==> src/alsd_pkg.sv <==
/*
  Constants, register map and carrier types for the ambient light dimming control.
  Assumes one 200 MHz system clock; all users reference names as alsd_pkg::name.
*/
package alsd_pkg;

  // Register offsets
  localparam logic [7:0] ADDR_SENSOR_EN = 8'h0E;
  localparam logic [7:0] ADDR_CFG       = 8'h10;
  localparam logic [7:0] ADDR_RESULT    = 8'h11;
  localparam logic [7:0] ADDR_LVL_FIRST = 8'h12;
  localparam logic [7:0] ADDR_LVL_LAST  = 8'h21;
  localparam logic [7:0] ADDR_THR       = 8'h22;
  localparam logic [7:0] ADDR_SUBC      = 8'h23;

  // Field positions not carried by a struct
  localparam int SENSOR_EN_BIT = 0;
  localparam int LVL_TOP_BIT   = 6;

  // Reset values
  localparam logic [7:0] RST_CFG    = 8'h00;
  localparam logic [7:0] RST_RESULT = 8'h00;
  localparam logic [6:0] RST_LVL    = 7'h00;
  localparam logic [7:0] RST_THR    = 8'h00;
  localparam logic [1:0] RST_SUBC   = 2'h0;

  // Timing
  localparam int CLK_MHZ        = 200;
  localparam int POLL_STEP_MS   = 500;
  localparam int POLL_STEP_CYC  = POLL_STEP_MS * 1000 * CLK_MHZ;
  localparam int PWM_PERIOD_CYC = 40;
  localparam int PWM_DUTY_PERMIL = 975;
  localparam int PWM_HIGH_CYC   = PWM_PERIOD_CYC * PWM_DUTY_PERMIL / 1000;

  typedef struct packed {
    logic       pwm_input_bypass;
    logic       poll_manual_select;
    logic [1:0] poll_interval;
    logic [3:0] input_gain_trim;
  } alsd_cfg_t;

  typedef struct packed {
    logic [3:0] high;
    logic [3:0] low;
  } alsd_thr_t;

  typedef struct packed {
    logic secondary_group_direction;
    logic enable;
  } alsd_subc_t;

  typedef enum logic [2:0] {
    ST_IDLE = 3'h0,
    ST_ADDR = 3'h1,
    ST_REG  = 3'h3,
    ST_WDAT = 3'h2,
    ST_RDAT = 3'h6
  } alsd_i2c_st_t;

endpackage

==> src/alsd_top.sv <==
/*
  Ambient light dimming control: I2C register slave, sensor polling, gain trim,
  level lookup, secondary group threshold response and PWM bypass.
  Assumes the sample source runs on clk_in; SCL, SDA and the PWM pin are asynchronous.
*/
// Function
// - Bypass bit 0 passes external PWM; 1 forces fixed 97.5% duty.
// - Polling mode bit 0 polls automatically; 1 polls only on manual request.
// - Auto poll interval field: 0.5 s, 1.0 s, 1.5 s, 2.0 s.
// - Gain trim codes 0000..0111 add 0% to +43.75% in 6.25% steps.
// - Gain trim codes 1000..1111 apply -50% up to -6.25% in 6.25% steps.
// - Trimmed sensor result readable at 0x11, read only, resets to zero.
// - Sixteen 7-bit dimming level registers at 0x12 through 0x21.
// - Level code drives LED sink current, 0.90 mA up to 27.9 mA.
// - Secondary high threshold held in threshold register bits 7..4.
// - Secondary low threshold held in threshold register bits 3..0.
// - Direction bit: 0 dimming response, 1 brightening response.
// - Secondary group reacts to readings only while its enable bit is 1.
// - Measurement and sensor dimming run only while sensor enable is 1.
`timescale 1ns/1ps
module alsd_top #(
  parameter int         POLL_STEP_CYC = alsd_pkg::POLL_STEP_CYC,
  parameter logic [6:0] I2C_DEV_ADDR  = 7'h3C  // Arbitrary slave address
) (
  input  wire logic       clk_in,
  input  wire logic       rst_in,
  input  wire logic       scl_in,
  input  wire logic       sda_in,
  output logic            sda_out,
  output logic            sda_oe_n_out,
  input  wire logic       pwm_in,
  input  wire logic       manual_poll_in,
  input  wire logic       sample_valid_in,
  input  wire logic [7:0] sample_data_in,
  output logic            sample_req_out,
  output logic [6:0]      main_level_out,
  output logic            pwm_dim_out,
  output logic            sub_adjust_out,
  output logic            sub_direction_out
);

  // Input synchronisers; stage one feeds stage two only
  logic [1:0] scl_sy_q, sda_sy_q, pwm_sy_q;
  logic       scl_p_q, sda_p_q;
  always_ff @(posedge clk_in) begin
    scl_sy_q <= {scl_sy_q[0], scl_in};
    sda_sy_q <= {sda_sy_q[0], sda_in};
    pwm_sy_q <= {pwm_sy_q[0], pwm_in};
    scl_p_q  <= scl_sy_q[1];
    sda_p_q  <= sda_sy_q[1];
  end
  logic scl_s, sda_s, scl_rise, scl_fall, i2c_start, i2c_stop;
  assign scl_s     = scl_sy_q[1];
  assign sda_s     = sda_sy_q[1];
  assign scl_rise  = scl_s & ~scl_p_q;
  assign scl_fall  = ~scl_s & scl_p_q;
  assign i2c_start = scl_s & scl_p_q & sda_p_q & ~sda_s;
  assign i2c_stop  = scl_s & scl_p_q & ~sda_p_q & sda_s;

  // Register file state
  alsd_pkg::alsd_cfg_t  cfg_q, cfg_d;
  alsd_pkg::alsd_thr_t  thr_q, thr_d;
  alsd_pkg::alsd_subc_t subc_q, subc_d;
  logic                 sen_q, sen_d;
  logic [6:0]           lvl_q [16];
  logic [6:0]           lvl_d [16];
  logic [7:0]           result_q;

  // I2C slave; the first SCL fall after a START ends the START and is not a bit boundary
  alsd_pkg::alsd_i2c_st_t st_q, st_d;
  logic       skip_q, skip_d;
  logic [3:0] cnt_q, cnt_d;
  logic [7:0] sh_q, sh_d, tx_q, tx_d, ptr_q, ptr_d;
  logic       ack_q, ack_d, rw_q, rw_d, nack_q, nack_d;
  logic       wr_en;
  logic [7:0] rd_data;

  // Only the result register reads back; write-only registers answer zero
  assign rd_data = (ptr_q == alsd_pkg::ADDR_RESULT) ? result_q : 8'h00;

  always_comb begin
    st_d   = st_q;
    cnt_d  = cnt_q;
    sh_d   = sh_q;
    tx_d   = tx_q;
    ptr_d  = ptr_q;
    ack_d  = ack_q;
    rw_d   = rw_q;
    nack_d = nack_q;
    skip_d = skip_q;
    wr_en  = 1'b0;
    if (i2c_start) begin
      st_d   = alsd_pkg::ST_ADDR;
      cnt_d  = 4'h0;
      ack_d  = 1'b0;
      skip_d = 1'b1;
    end else if (i2c_stop) begin
      st_d  = alsd_pkg::ST_IDLE;
      ack_d = 1'b0;
    end else if (st_q != alsd_pkg::ST_IDLE) begin
      if (scl_rise && cnt_q < 4'h8)
        sh_d = {sh_q[6:0], sda_s};
      if (scl_rise && cnt_q == 4'h8)
        nack_d = sda_s;
      if (scl_fall && skip_q)
        skip_d = 1'b0;
      if (scl_fall && !skip_q) begin
        if (cnt_q < 4'h7) begin
          cnt_d = cnt_q + 4'h1;
          tx_d  = {tx_q[6:0], 1'b1};
        end else if (cnt_q == 4'h7) begin
          cnt_d = 4'h8;
          tx_d  = 8'hFF;
          case (st_q)
            alsd_pkg::ST_ADDR: begin
              if (sh_q[7:1] == I2C_DEV_ADDR) begin
                ack_d = 1'b1;
                rw_d  = sh_q[0];
              end else begin
                st_d = alsd_pkg::ST_IDLE;
              end
            end
            alsd_pkg::ST_REG: begin
              ack_d = 1'b1;
              ptr_d = sh_q;
            end
            alsd_pkg::ST_WDAT: begin
              ack_d = 1'b1;
              wr_en = 1'b1;
              ptr_d = ptr_q + 8'h01;
            end
            default: ;
          endcase
        end else begin
          cnt_d = 4'h0;
          ack_d = 1'b0;
          case (st_q)
            alsd_pkg::ST_ADDR: begin
              if (rw_q) begin
                st_d  = alsd_pkg::ST_RDAT;
                tx_d  = rd_data;
                ptr_d = ptr_q + 8'h01;
              end else begin
                st_d = alsd_pkg::ST_REG;
              end
            end
            alsd_pkg::ST_REG:  st_d = alsd_pkg::ST_WDAT;
            alsd_pkg::ST_WDAT: st_d = alsd_pkg::ST_WDAT;
            alsd_pkg::ST_RDAT: begin
              if (nack_q) begin
                st_d = alsd_pkg::ST_IDLE;
              end else begin
                tx_d  = rd_data;
                ptr_d = ptr_q + 8'h01;
              end
            end
            default: st_d = alsd_pkg::ST_IDLE;
          endcase
        end
      end
    end
  end

  always_ff @(posedge clk_in) begin
    if (rst_in) begin
      st_q   <= alsd_pkg::ST_IDLE;
      skip_q <= 1'b0;
      cnt_q  <= 4'h0;
      sh_q   <= 8'h00;
      tx_q   <= 8'hFF;
      ptr_q  <= 8'h00;
      ack_q  <= 1'b0;
      rw_q   <= 1'b0;
      nack_q <= 1'b0;
    end else begin
      st_q   <= st_d;
      cnt_q  <= cnt_d;
      sh_q   <= sh_d;
      tx_q   <= tx_d;
      ptr_q  <= ptr_d;
      ack_q  <= ack_d;
      rw_q   <= rw_d;
      nack_q <= nack_d;
      skip_q <= skip_d;
    end
  end

  // Open drain: only ever pull low, enable active low
  assign sda_out      = 1'b0;
  assign sda_oe_n_out = ~(ack_q | (st_q == alsd_pkg::ST_RDAT && cnt_q < 4'h8 && !tx_q[7]));

  // Register writes
  logic [7:0] lvl_idx;
  assign lvl_idx = ptr_q - alsd_pkg::ADDR_LVL_FIRST;
  always_comb begin
    cfg_d  = cfg_q;
    thr_d  = thr_q;
    subc_d = subc_q;
    sen_d  = sen_q;
    lvl_d  = lvl_q;
    if (wr_en) begin
      case (ptr_q)
        alsd_pkg::ADDR_SENSOR_EN: sen_d = sh_q[alsd_pkg::SENSOR_EN_BIT];
        alsd_pkg::ADDR_CFG:       cfg_d = sh_q;
        alsd_pkg::ADDR_THR:       thr_d = sh_q;
        alsd_pkg::ADDR_SUBC:      subc_d = sh_q[1:0];
        default: begin
          if (ptr_q >= alsd_pkg::ADDR_LVL_FIRST && ptr_q <= alsd_pkg::ADDR_LVL_LAST)
            lvl_d[lvl_idx[3:0]] = sh_q[alsd_pkg::LVL_TOP_BIT:0];
        end
      endcase
    end
  end

  always_ff @(posedge clk_in) begin
    if (rst_in) begin
      cfg_q  <= alsd_pkg::RST_CFG;
      thr_q  <= alsd_pkg::RST_THR;
      subc_q <= alsd_pkg::RST_SUBC;
      sen_q  <= 1'b0;
      for (int i = 0; i < 16; i++) lvl_q[i] <= alsd_pkg::RST_LVL;
    end else begin
      cfg_q  <= cfg_d;
      thr_q  <= thr_d;
      subc_q <= subc_d;
      sen_q  <= sen_d;
      lvl_q  <= lvl_d;
    end
  end

  // Sensing, lookup and dimming
  logic [31:0] tmr_q, tmr_d, interval;
  logic        req_q, req_d, pwm_q, pwm_d, sub_act_q, sub_act_d, sub_out_q, sub_out_d;
  logic [7:0]  result_d;
  logic [6:0]  main_q, main_d;
  logic [5:0]  pcnt_q, pcnt_d;
  logic [4:0]  factor;
  logic [12:0] prod;
  logic [7:0]  scaled;
  logic [3:0]  range;

  assign interval = 32'(POLL_STEP_CYC) * {30'h0, cfg_q.poll_interval} + 32'(POLL_STEP_CYC);
  // Sixteenths: 16 + signed trim, so 1000 gives 8/16 and 0111 gives 23/16
  assign factor = {~cfg_q.input_gain_trim[3], cfg_q.input_gain_trim};
  assign prod   = sample_data_in * factor;
  assign scaled = prod[12] ? 8'hFF : prod[11:4];
  assign range  = result_q[7:4];

  always_comb begin
    tmr_d     = tmr_q;
    req_d     = 1'b0;
    result_d  = result_q;
    main_d    = 7'h00;
    sub_act_d = 1'b0;
    sub_out_d = 1'b0;
    pcnt_d    = (pcnt_q == 6'(alsd_pkg::PWM_PERIOD_CYC - 1)) ? 6'h00 : pcnt_q + 6'h01;
    pwm_d     = cfg_q.pwm_input_bypass ? (pcnt_q < 6'(alsd_pkg::PWM_HIGH_CYC)) : pwm_sy_q[1];
    if (sen_q) begin
      if (cfg_q.poll_manual_select) begin
        tmr_d = 32'h0000_0000;
        req_d = manual_poll_in;
      end else if (tmr_q >= interval - 32'h0000_0001) begin
        tmr_d = 32'h0000_0000;
        req_d = 1'b1;
      end else begin
        tmr_d = tmr_q + 32'h0000_0001;
      end
      if (sample_valid_in)
        result_d = scaled;
      main_d    = lvl_q[range];
      // Hysteresis between low and high thresholds
      sub_act_d = sub_act_q;
      if (range > thr_q.high)
        sub_act_d = 1'b1;
      else if (range < thr_q.low)
        sub_act_d = 1'b0;
      sub_out_d = sub_act_d & subc_q.enable;
    end else begin
      tmr_d = 32'h0000_0000;
    end
  end

  always_ff @(posedge clk_in) begin
    if (rst_in) begin
      tmr_q     <= 32'h0000_0000;
      req_q     <= 1'b0;
      result_q  <= alsd_pkg::RST_RESULT;
      main_q    <= 7'h00;
      sub_act_q <= 1'b0;
      sub_out_q <= 1'b0;
      pcnt_q    <= 6'h00;
      pwm_q     <= 1'b0;
    end else begin
      tmr_q     <= tmr_d;
      req_q     <= req_d;
      result_q  <= result_d;
      main_q    <= main_d;
      sub_act_q <= sub_act_d;
      sub_out_q <= sub_out_d;
      pcnt_q    <= pcnt_d;
      pwm_q     <= pwm_d;
    end
  end

  assign sample_req_out    = req_q;
  assign main_level_out    = main_q;
  assign pwm_dim_out       = pwm_q;
  assign sub_adjust_out    = sub_out_q;
  assign sub_direction_out = subc_q.secondary_group_direction;

  pwm_pass_a: assert property (@(posedge clk_in) disable iff (rst_in)
    !cfg_q.pwm_input_bypass |=> pwm_q == $past(pwm_sy_q[1])) else $error("PWM input not passed");
  pwm_bypass_a: assert property (@(posedge clk_in) disable iff (rst_in)
    cfg_q.pwm_input_bypass && pcnt_q == 6'd39 |=> !pwm_q) else $error("Bypass duty not 39 of 40");
  manual_poll_a: assert property (@(posedge clk_in) disable iff (rst_in)
    sen_q && cfg_q.poll_manual_select |=> req_q == $past(manual_poll_in)) else $error("Manual poll mismatch");
  poll_interval_a: assert property (@(posedge clk_in) disable iff (rst_in)
    req_q && !$past(cfg_q.poll_manual_select) && $stable(cfg_q) && sen_q && !cfg_q.poll_manual_select
    |=> !req_q && tmr_q == 32'd1) else $error("Poll timer did not restart");
  gain_zero_a: assert property (@(posedge clk_in) disable iff (rst_in)
    sen_q && sample_valid_in && cfg_q.input_gain_trim == 4'h0 |=> result_q == $past(sample_data_in))
    else $error("Zero trim changed reading");
  gain_half_a: assert property (@(posedge clk_in) disable iff (rst_in)
    sen_q && sample_valid_in && cfg_q.input_gain_trim == 4'h8 |=> result_q == ($past(sample_data_in) >> 1))
    else $error("Trim 1000 is not minus half");
  result_hold_a: assert property (@(posedge clk_in) disable iff (rst_in)
    !sample_valid_in |=> $stable(result_q)) else $error("Result changed without sample");
  level_lookup_a: assert property (@(posedge clk_in) disable iff (rst_in)
    sen_q && !wr_en |=> main_q == lvl_q[$past(result_q[7:4])]) else $error("Wrong dimming level");
  sub_enable_a: assert property (@(posedge clk_in) disable iff (rst_in)
    !subc_q.enable |=> !sub_out_q) else $error("Secondary reacted while disabled");
  sub_high_a: assert property (@(posedge clk_in) disable iff (rst_in)
    sen_q && subc_q.enable && result_q[7:4] > thr_q.high |=> sub_out_q) else $error("High threshold missed");
  sub_low_a: assert property (@(posedge clk_in) disable iff (rst_in)
    sen_q && result_q[7:4] < thr_q.low && result_q[7:4] <= thr_q.high |=> !sub_out_q)
    else $error("Low threshold missed");
  sensor_off_a: assert property (@(posedge clk_in) disable iff (rst_in)
    !sen_q |=> !req_q && main_q == 7'h00 && !sub_out_q) else $error("Sensing while disabled");

endmodule // alsd_top

==> config.mk <==
export PLATFORM = sky130hd
export DESIGN_NAME = alsd_top
export DESIGN_NICKNAME = d
export VERILOG_FILES = /design/src/alsd_pkg.sv /design/src/alsd_top.sv
export SDC_FILE = /design/constraint.sdc
export NUM_CORES = 1
export LEC_CHECK = 0
export BUFFER_PORTS_ARGS = -buffer_cell sky130_fd_sc_hd__buf_4
export CAP_MARGIN = 10
export CORE_MARGIN = 4
export CORE_UTILIZATION = 60
export DETAILED_ROUTE_END_ITERATION = 12
export PLACE_DENSITY = 0.79
export REMOVE_ABC_BUFFERS = 1
export SYNTH_ARGS = -nofsm -noshare
export SYNTH_HDL_FRONTEND = slang
export SYNTH_SLANG_ARGS = --single-unit
==> constraint.sdc <==
create_clock -name clk_in -period 9.6 [get_ports clk_in]
set_input_delay 0.96 -clock clk_in [delete_from_list [all_inputs] [get_ports clk_in]]
set_output_delay 0.96 -clock clk_in [all_outputs]
set_load 0.1 [all_outputs]
Word-level counts from Yosys, hierarchy flattened. Index checks and enable logic that the tools add are counted.

Bits in registers: 231. Input port bits: 15. Output and inout port bits: 13. Logic and storage cells: 209.

Add/subtract/negate cells: 7. $mul: 2. $lt $le $gt $ge: 11. Equality and inequality tests: 28. Multiplexer cells: 51. Bitwise operators: 22. Reduce and logical (&&, ||, !) cells: 40.

Operators by type and width (count): bitwise mux 112 bit (1); two-way mux 8 bit (9); case mux 8 bit (2 select lines) (3); adder 32 x 1 -> 32 bit, second input constant (1); >= comparator 32 bit (1); subtractor 30 x 1 -> 31 bit, second input constant (1); adder 29 x 27 -> 30 bit, second input constant (1); binary-select mux 7 bit (select 4 bit) (1); demux 7 bit (select 4 bit) (1); two-way mux 1 bit (24); multiplier 19 x 2 -> 21 bit, first input constant (1); two-way mux 7 bit (3); equality test 8 x 5 -> 1 bit, second input constant (2); equality test 8 x 6 -> 1 bit, second input constant (2); two-way mux 3 bit (5); != test 3 bit, second input constant (5); multiplier 8 x 5 -> 13 bit (1); != test 4 bit, second input constant (3); AND reduction 6 bit (2); nonzero test 3 bit (4); inverter 1 bit (11); >= comparator 5 bit, second input constant (2); inverter 4 -> 5 bit (2); AND reduction 2 bit (5); other kinds (44) (70).

Depth between registers and ports, before layout. Gate-level depths: netlist of run 1.

Depth in word-level cells: 9. Mapped depth: 15. Gate-level depth less buffers: 13.

Least setup slack after synthesis of run 1. No wires, ideal clock.

Path kind: input port to flip-flop. Start: in sample_data_in[1]. End: reg result_q[0]. Setup time: 145 ps. Data arrival time: 4285 ps. Required time: 9455 ps. Slack: 5170 ps. Stages: 13. Buffers on the path: 0. Cell sequence: mux2_2 -> ha_1 -> inv_1 -> fa_1 -> inv_1 -> fa_1 -> ha_1 -> a21o_1 -> a31o_2 -> a41oi_1 -> o21ai_1 -> xnor2_1 -> a311oi_1.

Cells in the longest elaborated chain, start to end: 2.

Ends and longest elaborated chain: start, declared (RTL line alsd_top.sv:34) `input wire logic [7:0] sample_data_in,`; multiplier 8 x 5 -> 13 bit (RTL line alsd_top.sv:245) `assign prod = sample_data_in * factor;`; two-way mux 8 bit (RTL line alsd_top.sv:246) `assign scaled = prod[12] ? 8'hFF : prod[11:4];`; end signal, assigned (RTL line alsd_top.sv:287) `result_q <= alsd_pkg::RST_RESULT;`; end signal, assigned (RTL line alsd_top.sv:296) `result_q <= result_d;`; end, declared (RTL line alsd_top.sv:67) `logic [7:0] result_q;`.

No other way between the ends. A chain may end at the register's enable or synchronous reset.

Worst setup path after layout of run 1.
Start: reg cfg_q[3] in the netlist's numbering. End: reg result_q[2].

Cells in the longest elaborated chain, start to end: 3.

Ends and longest elaborated chain: start, declared (RTL line alsd_top.sv:61) `alsd_pkg::alsd_cfg_t cfg_q, cfg_d;`; start signal, assigned (RTL line alsd_top.sv:217) `cfg_q <= alsd_pkg::RST_CFG;`; start signal, assigned (RTL line alsd_top.sv:223) `cfg_q <= cfg_d;`; inverter 1 bit (RTL line alsd_top.sv:244) `assign factor = {~cfg_q.input_gain_trim[3], cfg_q.input_gain_trim};`; multiplier 8 x 5 -> 13 bit (*) (RTL line alsd_top.sv:245); two-way mux 8 bit (*) (RTL line alsd_top.sv:246).

Every way passes the cells marked *; elsewhere a longest branch is shown, timed or not.

==> results of run 1 <==
cell usage in the layout, fill, tap and decap left out, types with 7 or more instances in the layout:
cell type and instances:
nor2_1 242, dfxtp_1 230, mux2i_1 141, ha_1 69, inv_1 47, nand2_1 43
a21oi_1 39, mux4_2 35, buf_4 33, nand3_1 30, xnor2_1 29, clkbuf_16 25
nor3_1 22, and2_1 20, nor2b_1 19, nor4_4 16, o21ai_0 16, xor2_1 15
fa_1 11, nand2b_1 9, nand4_1 9, a211o_1 9, clkbuf_8 9, a311oi_1 8
mux2_2 7, a21o_1 7
registers in the layout, indices dropped and copies added (netlist names), 2 cells and up:
name	cells
ptr_q	8
sh_q	8
pwm_sy_q	2
main_level_out	7
tx_q	8
cnt_q	4
lvl_q	112
st_q	3
cfg_q	8
pcnt_q	6
scl_sy_q	2
result_q	8
sda_sy_q	2
thr_q	8
tmr_q	32
final timing paths:
path / startpoint / to / slack (ps) / cells past startpoint
setup / recovery: cfg_q[3]$_SDFFE_PP0P_ / result_q[2]$_SDFFE_PP0P_ / 5110 / 13
hold reg to reg: pwm_sy_q[0]$_DFF_P_ / pwm_sy_q[1]$_DFF_P_ / 330 / 0
setup reg to reg: cfg_q[3]$_SDFFE_PP0P_ / result_q[2]$_SDFFE_PP0P_ / 5110 / 13
hold / removal: pwm_sy_q[0]$_DFF_P_ / pwm_sy_q[1]$_DFF_P_ / 330 / 0
stage by stage:
stage / total power, uW / instances / worst slack, ps / cell area, um^2 / hold slack, ps
finish: 2030 / 1503 / 5110 / 13200 / 326
floorplan: 1010 / 1159 / 5170 / 11700 / 310
CTS: 2050 / 1503 / 5090 / 13200 / 331
global placement: 1030 / 1457 / 4840 / 12300 / 313
global route: 2080 / 1503 / 4870 / 13200 / 333
detailed placement: 1030 / 1457 / 4730 / 12300 / 317
power by group:
group | switching (uW) | internal (uW) | total (uW)
combinational | 29.3 | 14.8 | 44.1
clock | 389 | 629 | 1020
sequential | 3.54 | 963 | 966
total | 422 | 1610 | 2030
metal layers:
metal,up-vias,GRT usage (%)
met5,-,0
met4,0,5.95
met3,43,2.73
met2,168,38.5
met1,4101,30.9
li1,4231,-
layout make-up:
| cell class | instances | share of cell area (%) |
|---|---|---|
| clock inverters | 10 | 1.03 |
| repair buffers | 33 | 1.88 |
| clock buffers | 36 | 5.73 |
| multi-input cells | 881 | 52.5 |
| flip-flops and latches | 231 | 35.0 |
| well taps | 265 | 2.51 |
| inverters | 47 | 1.34 |
kinds of logic after synthesis:
group,Yosys count,synth area share [%]
flip-flops,231,38.4
multiplexers,184,19.0
XOR/XNOR,46,3.47
buffers and inverters,118,4.18
adder cells (fa/ha/maj),80,9.00
AO/OA/AOI/OAI,112,6.11
other,1,0.0312
AND/OR/NAND/NOR,453,19.8
==> metrics.md, run 1 <==
| Metric | Value |
|---|---|
| Number of gates resized after cts | `0` |
| # clock sinks | `231` |
| Detailed Routing Iterations Pass 1 | `5` |
| Register area | `0.00463 mm^2` |
| Initial antenna violation count | `0` |
| Max frequency | `0.223 GHz` |
| Core area | `0.0196 mm^2` |
| Slew @ Worst Pin | `1100 ps` |
| Drt wl/cell | `between 15 and 20 um` |
| Vias | `8543` |
| Die Width | `150 um` |
| VDD IR max | `about 140 uV` |
| Routability cong. | `just over 0.8` |
| LEAKAGE | `0.00488 uW` |
| DR WL met3 | `approximately 1100 um` |
| Unique masters post-synth | `between 60 and 70` |
| Setup crit end kind | `register` |
| Clock skew | `13.4 ps` |
| Arrival time of the worst setup path | `4850 ps` |
| Total GRT Usage | `around 23%` |
| Asr flop ratio synth | `0%` |
| Die height | `150 um` |
| Worst-case clock buffer depth | `3` |
| Setup Viol. Count Final | `0` |
| IO buf count | `26` |
| Die ar. | `0.0224 mm^2` |
| WP data required | `9960 ps` |
| Synthesized area per cell | `9.83 um^2` |
| Highest metal layer with signal wires | `met4` |
| Post-DRT Antenna Nets | `0` |
| Commonest cells post-synth | `nor2_1 (242), dfxtp_1 (231), mux2i_1 (141), ha_1 (69), clkbuf_1 (55)` |
| Yosys reg bits | `~230` |
| Reg clk slew, reported paths | `about 60 ps` |
| Worst Path Buf+Inv | `2` |
| Num CTS Buffers | `25` |
| Startpoint types | `register` |
| Final Core Density | `approximately two thirds` |
| Number of global-route vias before repair | `8317` |
| Min Clock Period, post-route | `4490 ps` |
| Final Cycle Share | `between 40% and 50%` |
| Syn. warnings | `0` |
| Most common cell in the synthesized netlist | `nor2_1` |
| Clk Latency, worst-skew pair | `approximately 520 ps` |
| Area contributors post-synth | `dfxtp_1 (38%), mux2i_1 (12%), nor2_1 (7.5%)` |
| Critical Path, Cell by Cell | `mux2_2 > ha_1 > inv_1 > fa_1 > inv_1 > fa_1 > ha_1 > a21o_1 > a31o_2 > a41oi_1 > o21ai_1 > xnor2_1 > a311oi_1` |
| Metal-1 WL | `~11000 um` |
| CP max stage cell | `dfxtp_1` |
| Seq/Total Area, Yosys | `about two fifths` |
| Vias per cell | `~5.7` |
| Filler Cells Inserted | `1481` |
| Main synth FF type | `dfxtp_1` |
| Type of the tightest min-delay check | `reg2reg` |
| Share of cells above drive strength 1 | `12.4%` |
| Cell count after synthesis | `1225` |
| Post-synthesis cell area | `0.0120 mm^2` |
| First-pass GRT wire length | `41900 um` |
| Max-slew violations | `0` |
| Multi-input combinational cell area | `roughly 0.007 mm^2` |
| Final nets | `1314` |
| Max_cap viols | `0` |
| Largest net degree at the start of global routing | `86` |
| Crit-path max FO | `10` |
| Final Hold Viols | `0` |
| Rel. slew slack | `26.5%` |
| Post CTS Setup Buffer Count | `0` |
| # hold bufs at CTS | `0` |
| Residual DRC | `0` |
| Area Overhead vs Synth | `9.69%` |
| Total negative slack | `0 ps` |
| WL final | `around 25000 um` |
| Initial core utilization | `61.4%` |
| Post-synth EDFFs | `0` |
| Crit Path Category | `reg2reg` |
| CTS tree | `built` |
| CTS root buf | `clkbuf_16` |
| Largest delay contributor family on the critical path | `adder cells` |
| Antenna Cells | `0` |
| First DRT Iteration DRCs | `593` |
| RSZ-0062 raised after global routing | `no` |
| WL met2 | `12300 um` |
| Cell row count | `51` |
| Status | `finished clean` |
| IO Count | `28` |
| Yosys top cell by area | `dfxtp_1` |
| Cell Pwr Density | `154 mW/mm^2` |
| Global route overflow | `0` |
| Critical path's largest stage delay | `560 ps` |
| Post-DP HPWL | `16200 um` |
| Top-area cell type share of the netlist area | `between 30% and 40%` |
| H-tree depth | `1` |
(Power assumes the default switching activity.)
==> run 2: changes to the inputs <==
ABC_AREA = 1   (was default)
CORE_UTILIZATION = 57   (was 60)
PLACE_DENSITY = 0.78   (was 0.79)
clock period = 3.7 ns   (was 9.6 ns; I/O delays follow)
==> run 2 against run 1 <==
Non-clock buffer count grew 14; power grew to 2.5 times the previous value; area after synthesis grew 6.3%; sequential cell count is the same; sequential share of layout area shrank 1.9 points; clock-buffer cell count grew 3; via count grew 37%; first-iteration DRC count grew 57%; combinational power grew to 3.3 times the previous value; cell area grew 5.8%; synthesized cell count grew 60%; largest power group is now sequential cells.
==> metrics.md, run 2 <==
| Metric | Value |
|---|---|
| Post CTS Setup Buffer Count | `0 (unchanged)` |
| Final Total Pwr | `5160 uW (+150%)` |
| Main synth FF type | `dfxtp_1` |
| Top flop regs | `lvl_q (112), tmr_q (32)` |
| Num CTS Buffers | `25 (unchanged)` |
| Final Core Density | `63.6% (-3.8 points)` |
| Setup Viol. Count Final | `0 (unchanged)` |
| Die height | `158 um (+5.4%)` |
| Drt wl/cell | `13.6 um (-18%)` |
| Most common cell after layout, fill and taps aside | `nand2_1` |
| Area Overhead vs Synth | `9.17%` |
| Crit-path max FO | `9 (-1)` |
| Reg clk slew, reported paths | `60 ps (about the same)` |
| Post-DP HPWL | `20300 um (+25%)` |
| Initial antenna violation count | `0 (unchanged)` |
| Routability cong. | `0.897 (+8.4%)` |
| Seq/Total Area, Yosys | `36.2% (-2.3 points)` |
| Synthesized area per cell | `6.54 um^2 (-33%)` |
| H-tree depth | `1 (unchanged)` |
| Slew @ Worst Pin | `1200 ps (+101 ps)` |
| RSZ-0062 raised after global routing | `no` |
| Final Cell Area | `0.0140 mm^2 (+5.8%)` |
| Post-synthesis cell area | `0.0128 mm^2 (+6.3%)` |
| Xor/xnor share of the synthesized area | `2.67% (-0.80 points)` |
| Multi-input combinational cell area | `0.00675 mm^2 (-2.6%)` |
| VDD IR max | `286 uV (+100%)` |
| Status | `finished clean` |
| Final non-filler cell total | `2237 (+49%)` |
| Clk Latency, worst-skew pair | `510 ps (about the same)` |
| Max frequency | `0.297 GHz (+33%)` |
| Unique masters post-synth | `39 (-40%)` |
| Largest reg by FF count | `lvl_q` |
| Post-Place Cells | `2191 (+50%)` |
| IO Count | `28 (unchanged)` |
| WP data required | `4090 ps (-5870 ps)` |
| Largest family of logic cells by synthesized area | `simple AND/OR/NAND/NOR gates` |
| Register area | `0.00463 mm^2 (about the same)` |
| Cell Pwr Density | `369 mW/mm^2 (+140%)` |
| Yosys top cell by area | `dfxtp_1` |
| Min Clock Period, post-route | `3370 ps (-1120 ps)` |
| First-pass GRT wire length | `51800 um (+24%)` |
| Vias per cell | `5.23 (-8.0%)` |
| Max-slew violations | `0 (unchanged)` |
| CTS root buf | `clkbuf_16` |
| Antenna Cells | `0 (unchanged)` |
| Simple-Gate Fraction of Synth Area | `30.2% (+10 points)` |
| Arrival time of the worst setup path | `3760 ps (-1090 ps)` |
| Post-synth EDFFs | `0 (unchanged)` |
| Asr flop ratio synth | `0% (unchanged)` |
| Yosys reg bits | `231 (unchanged)` |
| Top-area cell type share of the netlist area | `36.2% (-2.3 points)` |
| Largest net degree at the start of global routing | `80 (-7.0%)` |
| Die Width | `158 um (+5.4%)` |
| Filler Cells Inserted | `1916 (+29%)` |
| Total GRT Usage | `24.9% (+2.2 points)` |
| Max_cap viols | `0 (unchanged)` |
| Commonest cells after routing, fill and taps aside | `nand2_1 (445), nor2_1 (355), inv_1 (276)` |
| Post-synthesis mux area share | `0% (-19 points)` |
| Vias | `11700 (+37%)` |
| Detailed Routing Iterations Pass 1 | `5 (unchanged)` |
| Area contributors post-synth | `dfxtp_1 (36%), nand2_1 (13%), nor2_1 (10%)` |
| Crit Path Category | `reg2reg` |
| Rel. slew slack | `19.7% (-6.8 points)` |
| Global route overflow | `0 (unchanged)` |
| Share of cells above drive strength 1 | `4.50% (-7.9 points)` |
| Die ar. | `0.0249 mm^2 (+11%)` |
| Number of global-route vias before repair | `10900 (+31%)` |
| Initial core utilization | `58.3% (-3.2 points)` |
| IO buf count | `26 (unchanged)` |
| Cell count after synthesis | `1955 (+60%)` |
| WL final | `30400 um (+22%)` |
| Most common cell in the synthesized netlist | `nand2_1` |
| Startpoint types | `register` |
| Syn. warnings | `0 (unchanged)` |
| Core area | `0.0220 mm^2 (+12%)` |
| Setup crit end kind | `register` |
| Clock skew | `11.4 ps (-1.93 ps)` |
| Max reg flops | `112 (unchanged)` |
| Synth Area in Adders | `8.47% (-0.53 points)` |
| Placed cell area | `0.0131 mm^2 (+6.5%)` |
| Commonest cells post-synth | `nand2_1 (445), nor2_1 (356), inv_1 (277), dfxtp_1 (231), a21oi_1 (128)` |
| # clock sinks | `231 (unchanged)` |
| Final Hold Viols | `0 (unchanged)` |
| LEAKAGE | `0.00694 uW (+42%)` |
| Total negative slack | `0 ps (unchanged)` |
| Final nets | `2036 (+55%)` |
| Final Cycle Share | `91.1% (+44 points)` |
| Residual DRC | `0 (unchanged)` |
| Worst-case clock buffer depth | `3 (unchanged)` |
| Post-DRT Antenna Nets | `0 (unchanged)` |
| First DRT Iteration DRCs | `933 (+57%)` |
| CTS tree | `built` |
| Type of the tightest min-delay check | `in2reg` |
| Cell row count | `54 (+5.9%)` |
| Compound-Gate Fraction of Synth Area | `11.2% (+5.1 points)` |
==> run 2: through the flow <==
step / setup WS [ps] / hold slack (ps)
after floorplan: 372 / 310
after global placement: 281 / 312
after detailed placement: 253 / 312
after CTS: 266 / 141
after global routing: 5.06 / 162
final: 330 / 155
==> run 2: per-layer routing <==
layer	wire length [um]	share of wire, %	GRT usage, %	vias to the layer above
li1	-	-	-	6046
met1	14000	46	34.2	5264
met2	13900	46	41.2	329
met3	1770	5.8	2.98	62
met4	818	2.7	7.50	0
met5	0	0	0	-
==> run 2: report_power, final <==
part           internal, uW  switching (uW)  leakage [uW]
Clock                  1530             974      0.000395
Sequential             2500            7.74       0.00187
Combinational          43.9             101       0.00468
==> run 2: critical path, stage by stage, from the launching register on <==
cell and delay [ps]:
dfxtp_1 320, buf_4 160, nand2_1 60, nand2_1 50, ha_1 290, fa_1 540
inv_1 60, fa_1 530, inv_1 40, ha_1 340, nand2_1 80, nor2_1 130
nand2_1 80, inv_1 60, nand2_1 60, nand4_1 120, nand2_1 80, nor2_2 170
a21oi_1 80
==> run 2: path summary, 6_finish.rpt <==
| path | startpoint | to | slack, ps | depth (start not counted) |
|---|---|---|---|---|
| max | cfg_q[3]$_SDFFE_PP0P_ | result_q[2]$_SDFFE_PP0P_ | 330 | 18 |
| min | manual_poll_in | sample_req_out$_SDFF_PP0_ | 160 | 3 |
| max reg2reg | cfg_q[3]$_SDFFE_PP0P_ | result_q[2]$_SDFFE_PP0P_ | 330 | 18 |
| min reg2reg | pwm_sy_q[0]$_DFF_P_ | pwm_sy_q[1]$_DFF_P_ | 330 | 0 |
==> run 2: area by class of cell <==
cell class / instances / share of cell area, %
Clock buffer: 39 / 5.14
Tap cell: 280 / 2.51
Clock inverter: 4 / 0.681
Multi-Input combinational cell: 1357 / 48.3
Sequential cell: 231 / 33.1
Inverter: 279 / 7.52
Timing Repair Buffer: 47 / 2.67
==> run 2: logic make-up after synthesis <==
group                      count (synthesis)
AOI/OAI and AO/OA                        272
xor gates and xnor gates                  39
adders and majority gates                 80
buffers and inverters                    372
DFF                                      231
other                                      1
and+or+nand+nor                          960
==> run 2: timing repair <==
item,4_1_cts,5_1_grt
endpoints found under the setup margin,0,6
hold endpoints to repair,3,0
gates resized for setup,0,5
hold buffers,3,0
==> run 3: changes to the inputs <==
CORE_UTILIZATION = 46   (was 57)
PLACE_DENSITY = 0.66   (was 0.78)
REMOVE_ABC_BUFFERS = default   (was 1)
==> run 3 against run 2 <==
Die area is 23% higher; worst setup slack got worse by 79 ps; non-clock buffer count shrank 1; clock skew grew 2.8 ps.
==> metrics.md, run 3 (synthesis results as in run 2) <==
| Metric | Value |
|---|---|
| Status | `finished clean` |
| Vias | `11600 (-0.66%)` |
| Total negative slack | `0 ps (unchanged)` |
| Reg clk slew, reported paths | `60 ps (about the same)` |
| Share of cells above drive strength 1 | `4.95% (+0.45 points)` |
| WL met2 | `14000 um (+0.89%)` |
| Clk pwr share | `50.1% (+1.5 points)` |
| Residual DRC | `0 (unchanged)` |
| Crit-path max FO | `9 (unchanged)` |
| Number of global-route vias before repair | `10600 (-2.7%)` |
| Die Width | `175 um (+11%)` |
| CTS root buf | `clkbuf_16` |
| Int Power | `4150 uW (+2.0%)` |
| CTS tree | `built` |
| Max_cap viols | `0 (unchanged)` |
| Max frequency | `0.290 GHz (-2.3%)` |
| Commonest cells after routing, fill and taps aside | `nand2_1 (445), nor2_1 (356), inv_1 (277)` |
| Final nets | `2036 (unchanged)` |
| Setup crit end kind | `register` |
| Slew @ Worst Pin | `1190 ps (-9.66 ps)` |
| Most common cell after layout, fill and taps aside | `nand2_1` |
| Num CTS Buffers | `26 (+4.0%)` |
| Initial antenna violation count | `0 (unchanged)` |
| Register area | `0.00463 mm^2 (unchanged)` |
| Post-DP HPWL | `21200 um (+4.8%)` |
| Post-DRT Antenna Nets | `0 (unchanged)` |
| LEAKAGE | `0.00697 uW (+0.49%)` |
| Largest reg by FF count | `lvl_q` |
| Clock skew | `14.2 ps (+2.76 ps)` |
| VDD IR max | `412 uV (+44%)` |
| Net Sw Frac | `21.8% (+0.77 points)` |
| Initial core utilization | `47.1% (-11 points)` |
| Multi-input combinational cell area | `0.00675 mm^2 (unchanged)` |
| H-tree depth | `1 (unchanged)` |
| Min Clock Period, post-route | `3450 ps (+79.1 ps)` |
| Logic pwr share | `2.7% (about the same)` |
| IO Count | `28 (unchanged)` |
| Cell row count | `60 (+11%)` |
| # clock sinks | `231 (unchanged)` |
| Crit Path Category | `reg2reg` |
| First-pass GRT wire length | `52200 um (+0.76%)` |
| Largest net degree at the start of global routing | `87 (+8.8%)` |
| Detailed Routing Iterations Pass 1 | `5 (unchanged)` |
| Filler Cells Inserted | `2795 (+46%)` |
| Total GRT Usage | `20.2% (-4.7 points)` |
| Final Hold Viols | `0 (unchanged)` |
| Type of the tightest min-delay check | `in2reg` |
| IO buf count | `26 (unchanged)` |
| First DRT Iteration DRCs | `861 (-7.7%)` |
| Die ar. | `0.0305 mm^2 (+23%)` |
| Clk Latency, worst-skew pair | `530 ps (+20 ps)` |
| Cell Pwr Density | `375 mW/mm^2 (+1.6%)` |
| Final Cycle Share | `93.2% (+2.1 points)` |
| WP data required | `4100 ps (about the same)` |
| DR WL met3 | `1500 um (-15%)` |
| Worst-case clock buffer depth | `3 (unchanged)` |
| Area Overhead vs Synth | `10.6%` |
| Top flop regs | `lvl_q (112), tmr_q (32)` |
| Metal-1 WL | `15000 um (+7.3%)` |
| Setup Viol. Count Final | `0 (unchanged)` |
| Global route overflow | `0 (unchanged)` |
| RSZ-0062 raised after global routing | `no` |
| Vias per cell | `4.98 (-4.7%)` |
| Routability cong. | `0.891 (-0.65%)` |
| Rel. slew slack | `20.4% (+0.64 points)` |
| Drt wl/cell | `13.4 um (-1.4%)` |
| Startpoint types | `register` |
| Final Total Pwr | `5310 uW (+3.0%)` |
| Flop pwr share | `47.2% (-1.4 points)` |
| Final hold slack | `135 ps (-20.4 ps)` |
| Antenna Cells | `0 (unchanged)` |
| Die height | `175 um (+11%)` |
| Arrival time of the worst setup path | `3850 ps (+90 ps)` |
| Max reg flops | `112 (unchanged)` |
| Highest metal layer with signal wires | `met4` |
| WL final | `31300 um (+2.8%)` |
| Core area | `0.0272 mm^2 (+24%)` |
| NetSw | `1160 uW (+6.8%)` |
| Max-slew violations | `0 (unchanged)` |
[run 3: changes by cell type in the layout (fill, tap and decap cells not counted), sizes merged]
cell	change
clkinv	+4
clkbuf	-1
clkinvlp	+3
buf	-1
bufinv	-1
[run 3: final timing paths]
check | endpoint | from | cells after the start | slack [ps]
max | result_q[4]$_SDFFE_PP0P_ | cfg_q[3]$_SDFFE_PP0P_ | 18 | 250
min | sample_req_out$_SDFF_PP0_ | manual_poll_in | 3 | 130
max reg2reg | result_q[4]$_SDFFE_PP0P_ | cfg_q[3]$_SDFFE_PP0P_ | 18 | 250
min reg2reg | sda_sy_q[1]$_DFF_P_ | sda_sy_q[0]$_DFF_P_ | 0 | 320
[run 3: layout make-up]
type,count,share of cell area [%]
repair buffers,46,2.58
clock inverters,10,0.760
well taps,372,3.29
multi-input cells,1357,47.7
flip-flops and latches,231,32.7
inverters,279,7.42
clock buffers,38,5.56
[run 3: per-layer routing]
metal  GRT usage (%)  up-vias
li1                -     6049
met1            28.3     5270
met2            32.7      251
met3            2.75       54
met4            5.56        0
met5               0        -
[run 3: worst max-delay path, stage by stage (launching register included)]
cell,delay [ps]
dfxtp_1,310
buf_4,160
nand2_1,60
nand2_1,50
ha_1,300
fa_1,540
inv_1,60
fa_1,540
inv_1,50
ha_1,340
nand2_1,90
nor2_1,140
nand2_1,90
inv_1,60
nand2_1,70
nand4_1,120
nand2_1,60
nor2_1,210
a21oi_1,100
[run 3: power groups by stage]
stage / Combinational (uW) / Sequential [uW] / Clock [uW]
6_report: 146 / 2510 / 2660
5_1_grt: 164 / 2510 / 2820
4_1_cts: 146 / 2510 / 2720
3_5_place_dp: 143 / 2560 / 0
3_3_place_gp: 141 / 2560 / 0
2_1_floorplan: 92.3 / 2560 / 0
[run 3: through the flow]
stage | cell area [um^2] | utilization [%] | setup WS (ps) | std cells
after floorplan | 12800 | - | 269 | 1960
after global placement | 13200 | 48.6 | 313 | 2282
after detailed placement | 13200 | 48.6 | 253 | 2282
after CTS | 14100 | 52.0 | 270 | 2333
after global routing | 14200 | 52.1 | 0.929 | 2333
final | 14200 | 52.1 | 251 | 2333
[run 3: what timing repair did]
item,CTS,global route
gates resized for setup,0,4
hold endpoints to repair,3,0
setup endpoints to repair,0,8
setup buffers,0,0
hold buffers,3,0
